$ cat config.mk
export PLATFORM = sky130hd
export DESIGN_NAME = otl_overtemp_line
export DESIGN_NICKNAME = d
export VERILOG_FILES = /design/src/core/otl_pkg.sv /design/src/core/otl_overtemp_line.sv
export SDC_FILE = /design/constraint.sdc
export NUM_CORES = 1
export LEC_CHECK = 0
export ABC_AREA = 1
export BUFFER_PORTS_ARGS = -buffer_cell sky130_fd_sc_hd__buf_2
export CORE_MARGIN = 2
export CORE_UTILIZATION = 35
export CTS_CLUSTER_DIAMETER = 50
export DETAILED_ROUTE_END_ITERATION = 10
export PLACE_DENSITY = 0.59
export REMOVE_ABC_BUFFERS = 1
export SLEW_MARGIN = 5
export SYNTH_ARGS = -nofsm -noshare
export SYNTH_HDL_FRONTEND = slang
export SYNTH_SLANG_ARGS = --single-unit
$ cat constraint.sdc
create_clock -name clk_i -period 4.7 [get_ports clk_i]
set_clock_uncertainty 0.2 [all_clocks]
set_input_delay 0.235 -clock clk_i [delete_from_list [all_inputs] [get_ports clk_i]]
set_output_delay 0.235 -clock clk_i [all_outputs]
set_load 0.02 [all_outputs]
$ cat src/core/otl_pkg.sv
package otl_pkg;

    // Register byte offsets on the device register port
    localparam logic [7:0] OTL_REG_CRIT_R1    = 8'h6A;
    localparam logic [7:0] OTL_REG_CRIT_LOCAL = 8'h6B;
    localparam logic [7:0] OTL_REG_CRIT_R2    = 8'h6C;
    localparam logic [7:0] OTL_REG_MASK2      = 8'h75;
    localparam logic [7:0] OTL_REG_CFG3       = 8'h78;
    localparam logic [7:0] OTL_REG_TIMER      = 8'h79;
    localparam logic [7:0] OTL_REG_TLIMIT     = 8'h7A;
    localparam logic [7:0] OTL_REG_CFG5       = 8'h7C;
    localparam logic [7:0] OTL_REG_CFG4       = 8'h7D;
    localparam logic [7:0] OTL_REG_STATUS2    = 8'h90;

    // Field positions
    localparam int OTL_CFG3_ENABLE_BIT   = 1;
    localparam int OTL_CFG3_OVERRIDE_BIT = 2;
    localparam int OTL_FLAG_BIT          = 5;
    localparam int OTL_CFG5_DRIVE_LSB    = 5;

    // Shared pin function codes
    localparam logic [1:0] OTL_PIN_TACH  = 2'h0;
    localparam logic [1:0] OTL_PIN_LINE  = 2'h1;
    localparam logic [1:0] OTL_PIN_ALERT = 2'h2;
    localparam logic [1:0] OTL_PIN_GPIO  = 2'h3;

    // Values after reset
    localparam logic [7:0] OTL_RST_CRIT   = 8'h64;
    localparam logic [7:0] OTL_RST_TLIMIT = 8'h00;
    localparam logic [7:0] OTL_RST_CFG    = 8'h00;

    // Disabled-limit thresholds per temperature format
    localparam logic [7:0] OTL_OFFS_DISABLE = 8'h00;
    localparam logic [7:0] OTL_TWOS_DISABLE = 8'h80;

    // Timing
    localparam int OTL_CLK_PERIOD_NS  = 40;
    localparam int OTL_TIMER_RES_US   = 22760;
    localparam int OTL_TIMER_TICKS    = OTL_TIMER_RES_US * 1000 / OTL_CLK_PERIOD_NS;
    localparam int OTL_PWM_HIGH_DIV   = 1;
    localparam int OTL_PWM_LOW_DIV    = 256;

    // Temperatures of one monitoring cycle, degrees with two fraction bits
    typedef struct packed {
        logic [9:0] remote_two;
        logic [9:0] local_t;
        logic [9:0] remote_one;
    } otl_temps_s;

    // Software-visible registers
    typedef struct packed {
        logic [2:0][7:0] crit;
        logic [7:0]      mask2;
        logic [7:0]      cfg3;
        logic [7:0]      tlimit;
        logic [7:0]      cfg5;
        logic [7:0]      cfg4;
    } otl_regs_s;

endpackage : otl_pkg

$ cat src/core/otl_overtemp_line.sv
// Behaviour
// Eight-bit accumulated assertion time limit register
// Timer above limit sets flag, raises alert
// Mask bit blocks alert, flag still sets
// Limit zero alerts on first assertion
// Limit one alerts after 45.52 ms
// Timer monitoring off after reset, enable bit
// Pin works only with function and enable
// Pin function field decodes four functions
// Three drive enables for three channels
// No enables means input-only line
// External low assertions timed like own
// Override forces running fans to full
// Drive low above critical limit
// Hold while above, release at limit
// Drive lasts at least one monitoring cycle
// Three critical limits at consecutive addresses
// Lowest limit codes disable the channel
// Enable bit cleared disables line, timer and drive; sticky flag, alert and other pin functions stay
// Low selectable or single high frequency
// Timer accumulates, saturates, clears on read
// Bit0 first, then 22.76 ms steps
// Flag sticky; alert follows unmasked flags
`timescale 1ns/100ps
module otl_overtemp_line
    import otl_pkg::*;
#(
    parameter int TIMER_TICKS = OTL_TIMER_TICKS,   // Cycles per timer step
    parameter int PWM_LOW_DIV = OTL_PWM_LOW_DIV     // Base divide of low PWM rates
) (
    input  wire logic       clk_i,
    input  wire logic       rst_i,
    // Register port
    input  wire logic [7:0] reg_addr_i,
    input  wire logic       reg_wr_i,
    input  wire logic [7:0] reg_wdata_i,
    input  wire logic       reg_rd_i,
    output logic      [7:0] reg_rdata_o,
    // Monitoring results
    input  wire otl_temps_s temps_i,
    input  wire logic       meas_done_i,
    input  wire logic       offset64_mode_i,
    // Fans
    input  wire logic [2:0] fan_running_i,
    output logic      [2:0] full_speed_override_o,
    input  wire logic       pwm_high_freq_i,
    input  wire logic [2:0] pwm_low_sel_i,
    output logic            pwm_tick_o,
    // Shared pin, open drain
    input  wire logic       shared_pin_i,
    output logic            shared_pin_o,
    output logic            shared_pin_oe_o,
    output logic            fourth_tach_input_o,
    // Status
    output logic            overtemp_line_o,
    output logic            smbalert_o
);

    localparam int SUB_W = $clog2(TIMER_TICKS + 1);
    localparam int PWM_W = $clog2(PWM_LOW_DIV * 128 + 1);

    // Refuse settings the counters cannot serve
    if (TIMER_TICKS < 2 || PWM_LOW_DIV < 1) begin : g_bad_param
        $error("otl_overtemp_line: TIMER_TICKS must be >= 2, PWM_LOW_DIV >= 1");
    end

    // Whole state of the block
    typedef struct packed {
        otl_regs_s        regs;        // Software registers
        logic [7:0]       timer;       // Accumulated assertion time
        logic             half;        // First step after bit 0 passed
        logic [SUB_W-1:0] sub;         // Cycles inside one step
        logic             flag;        // Sticky timer limit flag
        logic [2:0]       drive;       // Per-channel drive latches
        logic [7:0]       rdata;       // Read data
        logic [PWM_W-1:0] pwm_cnt;     // PWM rate divider
        logic             pwm_tick;    // One-cycle PWM rate enable
    } otl_state_s;

    otl_state_s s_q;
    otl_state_s s_d;

    logic       line_fn;       // Pin owned by the overtemperature function
    logic       line_active;   // Line seen low
    logic       drive_any;     // Device pulls line low
    logic       timer_rd;      // Timer read this cycle
    logic [7:0] timer_next;    // Timer after read and step
    logic [PWM_W-1:0] pwm_div; // Current PWM divide

    // Pin ownership and line level
    always_comb begin
        line_fn     = s_q.regs.cfg3[OTL_CFG3_ENABLE_BIT]
                    && (s_q.regs.cfg4[1:0] == OTL_PIN_LINE);
        drive_any   = line_fn && (|s_q.drive);
        // External pull counts the same as our own drive
        line_active = line_fn && (!shared_pin_i || drive_any);
        timer_rd    = reg_rd_i && (reg_addr_i == OTL_REG_TIMER);
    end

    // Critical limit comparison, result used once per monitoring cycle
    function automatic logic over_limit(input logic [9:0] t, input logic [7:0] lim,
                                        input logic offs);
        logic [9:0] t_u;
        logic [9:0] l_u;
        t_u = offs ? t : (t ^ 10'h200);
        l_u = offs ? {lim, 2'h0} : {lim ^ 8'h80, 2'h0};
        // Quarter-degree resolution: above limit means at least limit + 0.25
        over_limit = t_u > l_u;
    endfunction : over_limit

    function automatic logic limit_live(input logic [7:0] lim, input logic offs);
        // Lowest codes switch the channel off in either format
        limit_live = offs ? (lim > OTL_OFFS_DISABLE)
                          : ($signed(lim) > $signed(OTL_TWOS_DISABLE));
    endfunction : limit_live

    // Next-state logic
    always_comb begin
        logic [9:0] t_ch [3];
        logic       en_ch;
        logic       step;
        s_d      = s_q;
        t_ch[0]  = temps_i.remote_one;
        t_ch[1]  = temps_i.local_t;
        t_ch[2]  = temps_i.remote_two;
        en_ch    = 1'b0;
        step     = 1'b0;

        // Register writes; critical limits sit at three consecutive offsets
        if (reg_wr_i) begin
            case (reg_addr_i)
                OTL_REG_CRIT_R1:    s_d.regs.crit[0] = reg_wdata_i;
                OTL_REG_CRIT_LOCAL: s_d.regs.crit[1] = reg_wdata_i;
                OTL_REG_CRIT_R2:    s_d.regs.crit[2] = reg_wdata_i;
                OTL_REG_MASK2:      s_d.regs.mask2   = reg_wdata_i;
                OTL_REG_CFG3:       s_d.regs.cfg3    = reg_wdata_i;
                OTL_REG_TLIMIT:     s_d.regs.tlimit  = reg_wdata_i;
                OTL_REG_CFG5:       s_d.regs.cfg5    = reg_wdata_i;
                OTL_REG_CFG4:       s_d.regs.cfg4    = reg_wdata_i;
                // Write one to clear the sticky flag
                OTL_REG_STATUS2: begin
                    if (reg_wdata_i[OTL_FLAG_BIT]) begin
                        s_d.flag = 1'b0;
                    end
                end
                default: ;
            endcase
        end

        // Register reads, data shows one cycle later
        if (reg_rd_i) begin
            case (reg_addr_i)
                OTL_REG_CRIT_R1:    s_d.rdata = s_q.regs.crit[0];
                OTL_REG_CRIT_LOCAL: s_d.rdata = s_q.regs.crit[1];
                OTL_REG_CRIT_R2:    s_d.rdata = s_q.regs.crit[2];
                OTL_REG_MASK2:      s_d.rdata = s_q.regs.mask2;
                OTL_REG_CFG3:       s_d.rdata = s_q.regs.cfg3;
                OTL_REG_TIMER:      s_d.rdata = s_q.timer;
                OTL_REG_TLIMIT:     s_d.rdata = s_q.regs.tlimit;
                OTL_REG_CFG5:       s_d.rdata = s_q.regs.cfg5;
                OTL_REG_CFG4:       s_d.rdata = s_q.regs.cfg4;
                OTL_REG_STATUS2:    s_d.rdata = {2'h0, s_q.flag, 5'h00};
                default:            s_d.rdata = 8'h00;
            endcase
        end

        // Assertion timer; a read restarts it from zero
        timer_next = s_q.timer;
        if (timer_rd) begin
            timer_next = 8'h00;
            s_d.half   = 1'b0;
            s_d.sub    = '0;
        end
        if (line_active) begin
            if (timer_next == 8'h00) begin
                // First assertion, or read during assertion, marks bit 0
                timer_next = 8'h01;
            end
            if (!timer_rd) begin
                if (s_q.sub == SUB_W'(TIMER_TICKS - 1)) begin
                    s_d.sub = '0;
                    step    = 1'b1;
                end else begin
                    s_d.sub = s_q.sub + 1'b1;
                end
            end
        end
        if (step) begin
            if (timer_next == 8'h01 && !s_q.half) begin
                // Bit 1 only rises after two steps of assertion
                s_d.half = 1'b1;
            end else if (timer_next != 8'hFF) begin
                // Stop at full scale until cleared
                timer_next = timer_next + 8'h01;
            end
        end
        s_d.timer = timer_next;

        // Limit compare; the set wins over a same-cycle clear
        if (timer_next > s_q.regs.tlimit) begin
            s_d.flag = 1'b1;
        end

        // Channel drive decisions once per monitoring cycle
        if (!line_fn) begin
            s_d.drive = 3'h0;
        end else if (meas_done_i) begin
            for (int c = 0; c < 3; c++) begin
                en_ch = s_q.regs.cfg5[OTL_CFG5_DRIVE_LSB + c]
                        && limit_live(s_q.regs.crit[c], offset64_mode_i);
                // Latch holds until the next result, so at least one cycle
                s_d.drive[c] = en_ch
                        && over_limit(t_ch[c], s_q.regs.crit[c], offset64_mode_i);
            end
        end

        // Fan PWM rate: one high rate or a choice of low ones
        if (s_q.pwm_cnt >= pwm_div - 1'b1) begin
            s_d.pwm_cnt  = '0;
            s_d.pwm_tick = 1'b1;
        end else begin
            s_d.pwm_cnt  = s_q.pwm_cnt + 1'b1;
            s_d.pwm_tick = 1'b0;
        end
    end

    // PWM divide select
    always_comb begin
        pwm_div = pwm_high_freq_i ? PWM_W'(OTL_PWM_HIGH_DIV)
                                  : PWM_W'(PWM_LOW_DIV << pwm_low_sel_i);
    end

    // State register
    always_ff @(posedge clk_i) begin
        if (rst_i) begin
            s_q.regs.crit   <= {3{OTL_RST_CRIT}};
            s_q.regs.mask2  <= OTL_RST_CFG;
            s_q.regs.cfg3   <= OTL_RST_CFG;
            s_q.regs.tlimit <= OTL_RST_TLIMIT;
            s_q.regs.cfg5   <= OTL_RST_CFG;
            s_q.regs.cfg4   <= OTL_RST_CFG;
            s_q.timer       <= 8'h00;
            s_q.half        <= 1'b0;
            s_q.sub         <= '0;
            s_q.flag        <= 1'b0;
            s_q.drive       <= 3'h0;
            s_q.rdata       <= 8'h00;
            s_q.pwm_cnt     <= '0;
            s_q.pwm_tick    <= 1'b0;
        end else begin
            s_q <= s_d;
        end
    end

    // Outputs
    always_comb begin
        reg_rdata_o     = s_q.rdata;
        pwm_tick_o      = s_q.pwm_tick;
        overtemp_line_o = line_active;
        // Alert stays up while the unmasked flag stands
        smbalert_o      = s_q.flag && !s_q.regs.mask2[OTL_FLAG_BIT];
        // Stopped fans are left alone; only running ones are boosted
        full_speed_override_o = (line_active && s_q.regs.cfg3[OTL_CFG3_OVERRIDE_BIT])
                                ? fan_running_i : 3'h0;
        shared_pin_o    = 1'b0;
        // Open drain: enable only to pull low
        case (s_q.regs.cfg4[1:0])
            OTL_PIN_LINE:  shared_pin_oe_o = drive_any;
            OTL_PIN_ALERT: shared_pin_oe_o = smbalert_o;
            default:       shared_pin_oe_o = 1'b0;
        endcase
        fourth_tach_input_o = (s_q.regs.cfg4[1:0] == OTL_PIN_TACH) ? shared_pin_i : 1'b1;
    end

endmodule : otl_overtemp_line

==> results.toml <==
[outcome]
status = "finished, final reports clean"

[floorplan]
die_w_microns = 146
start_util_pct = 36.0
die_y_microns = 146
coreArea_sq_um = 19700
io_pins = 77
fp.dieArea_sq_um = 21300
rows = 51

[critical_path]
cp_common_cell = "a21oi_1"
endpoint_kind = "register"
cp_slowest_cell = "dlygate4sd3_1"
worstPathCellList = "dlygate4sd3_1 -> buf_2 -> nand3_4 -> nand2_1 -> nand2_1 -> nor2_4 -> nand2_2 -> nand2_4 -> ha_1 -> nand4_1 -> nor2_1 -> nand2_2 -> nand3_2 -> inv_2 -> a21oi_1 -> ha_1 -> a21oi_1 -> nor2_1 -> a211oi_1 -> o221ai_1 -> o21ai_0 -> a21oi_1"
arrival_ns = 3.81
crit_fanout = 16
crit_family = "simple AND/OR/NAND/NOR gates"
path_buf_inv = 3
worst_ep_required_time_ns = 4.78
start_kind = "primary input"
r2r_slack_ns = 1.03
worstSetupPathType = "in2reg"
slowest_delay_ns = 0.52

[global_route]
grt_max_degree = 38
grt_first_pass_wirelength_microns = 31300
grt_pass1_vias = 6216
grt-ovfl-total = 0
antenna_found_initial = 0
grt_use_total_pct = 18.3

[worst_hold_path]
hp-class = "in2reg"

[power_and_ir_drop]
peakVddDrop_v = 0.000230
leakage_nw = 3.51
pwr_density_cell_nw_per_um2 = 305

[synth]
synth_compound_area_share_pct = 19.7
yosys.area_share.simple_pct = 22.7
synth_edf_count = 0
ys.flop_type = "dfxtp_1"
synth.area.mux_share_pct = 0
syn_avg_cell_area_sq_um = 7.19
ys_ff_latch = 122
synth_xor_xnor_area_share_pct = 2.85
synthDistinctLibCells = 51
synthesis.area_sq_um = 7070
synth_top_family_by_area = "simple AND/OR/NAND/NOR gates"
yosys_warnings = 0
synth-seq-area-share_pct = 34.6
async_reset_ff_share_pct = 0
synth_fa_ha_area_share_pct = 9.74
synthesis.instances = 983

[clock_tree]
cts_resized = 0
cts_root_buffer = "clkbuf_16"
htree_num_levels = 4
cts_tree = "built"
clkTransAtPathRegs_ns = 0.06
cts_buffers = 17
cts.path.max_buffers = 2
insertion_delay_ns = 0.42
cts.sinks = 122

[timing]
fin_ws_ns = 0.975
slew_headroom_pct = 37.7
hold_violations = 0
tightest_slew_ns = 0.931
drv_slew = 0
setup_tns_ns = 0
whs_ns = 0.00127
rsz0062_at_grt = "false"
period_share_pct = 79.3
finalCriticalPeriod_ns = 3.72
setup_viol = 0
max_freq_mhz = 268

[final_layout]
syn_to_final_growth_pct = 17.3
finalInstanceArea_sq_um = 8290
nets = 1168
drive_gt1_share_pct = 13.3
n_antenna_cell = 0

[routing]
wl_per_cell_microns = 14.3
drc = 0
vias = 6613
vias_per_cell = 4.97
wirelength_microns = 19000
ant_nets = 0
dr.first_iter.drc_count = 312
first_pass_iters = 4

[run]
maxCapViolCount = 0

[place]
place_ws_ns = 0.869
port_buffers = 75
dpl.hpwl_microns = 14700
dpl_cell_area_sq_um = 7620
place_congestion = 0.831
-- worst register-to-register path, cell delays in order (launching register included) --
cell	delay, ns
dfxtp_1	0.31
inv_1	0.12
ha_1	0.16
nand2_1	0.05
inv_1	0.08
nand2_1	0.17
inv_1	0.12
nand2_1	0.09
nor2_4	0.11
nand2_2	0.06
nand2_4	0.11
ha_1	0.20
nand4_1	0.15
nor2_1	0.22
nand2_2	0.11
nand3_2	0.12
inv_2	0.08
a21oi_1	0.16
ha_1	0.27
a21oi_1	0.16
nor2_1	0.05
a211oi_1	0.16
o221ai_1	0.12
o21ai_0	0.08
a21oi_1	0.08
-- layout make-up --
type | count | area, sq um
Fill cell | 2147 | 11400
Inverter | 148 | 557
Tap cell | 265 | 332
Clock inverter | 11 | 136
Multi-Input combinational cell | 679 | 3890
Timing Repair Buffer | 85 | 465
Clock buffer | 21 | 470
Sequential cell | 122 | 2440
-- layer usage --
layer | global-route usage [%] | routed length [microns] | vias to the layer above
met4 | 6.07 | 395 | 0
met3 | 4.47 | 1040 | 27
met1 | 23.5 | 8890 | 3001
met5 | 0 | 0 | -
met2 | 30.0 | 8700 | 149
li1 | - | - | 3436
-- synthesized netlist by cell type (all sizes together) (3+ instances only) --
library cell | count | area (sq um)
nor3 | 21 | 115
o22ai | 17 | 106
xor2 | 16 | 140
dfxtp | 122 | 2440
buf | 19 | 123
nand3 | 50 | 273
o21bai | 3 | 22.5
nor4 | 9 | 56.3
or2 | 5 | 31.3
o211ai | 6 | 45.0
nand2 | 142 | 581
o21ai | 97 | 485
a211oi | 4 | 30.0
nand4 | 17 | 113
xnor2 | 7 | 61.3
nor3b | 4 | 35.0
clkinv | 3 | 12.5
a21oi | 118 | 594
inv | 145 | 544
a31oi | 3 | 18.8
clkbuf | 15 | 56.3
ha | 55 | 688
nand3b | 3 | 22.5
nor2 | 89 | 375
o31ai | 3 | 22.5
-- metrics by stage --
stage / cells / utilization [%] / power, mW
detailed placement: 1293 / 38.8 / 1.22
floorplan: 949 / - / 1.14
finish: 1331 / 42.2 / 2.53
global placement: 1293 / 38.8 / 1.21
CTS: 1331 / 42.2 / 2.55
global route: 1331 / 42.2 / 2.62
-- final timing paths --
kind | cells past startpoint | to | startpoint
worst max-delay path | 22 | s_q[28] | reg_rd_i
worst min-delay path | 3 | s_q[103] | reg_wdata_i[5]
worst min register to register | 2 | s_q[87] | s_q[87]
worst max register to register | 24 | s_q[28] | s_q[59]
-- flip-flops by register name, summed over array words and instances (netlist names) --
signal / cells
s_q: 113
pwm_tick_o: 1
reg_rdata_o: 8
-- cell families (layout without fill, tap and decap cells) --
logic type	Yosys count	in the layout
buf+inv	182	265
flops	122	122
other cells	2	2
compound gates	259	259
xor+xnor	23	23
fa+ha+maj	55	55
simple gates	340	340
-- cells in the final DEF (no fill, tap or decap), types with 6 or more instances in the layout --
master and count:
nand2_1 131, nor3_1 19, nand4_1 16, a21oi_1 117
nand3_1 47, inv_1 142, nand2_2 7, o21ai_0 96
o211ai_1 6, xor2_1 16, ha_1 55, dlygate4sd3_1 6
buf_2 75, o22ai_1 17, nor4_1 9, nor2_1 84
clkbuf_16 17, xnor2_1 7, dfxtp_1 122
-- repair_timing --
action / in CTS / in global routing
buffers inserted: 0 / 0
hold buffers: 6 / 0
endpoints found under the hold margin: 15 / 0
-- where the power goes --
part	leakage (nW)	switching [mW]	internal [mW]
registers	0.983	0.00422	1.04
clock network	0.291	0.503	0.831
logic	2.23	0.0980	0.0578
total	3.51	0.605	1.93
Note: power is estimated with default switching activity, not from simulation.
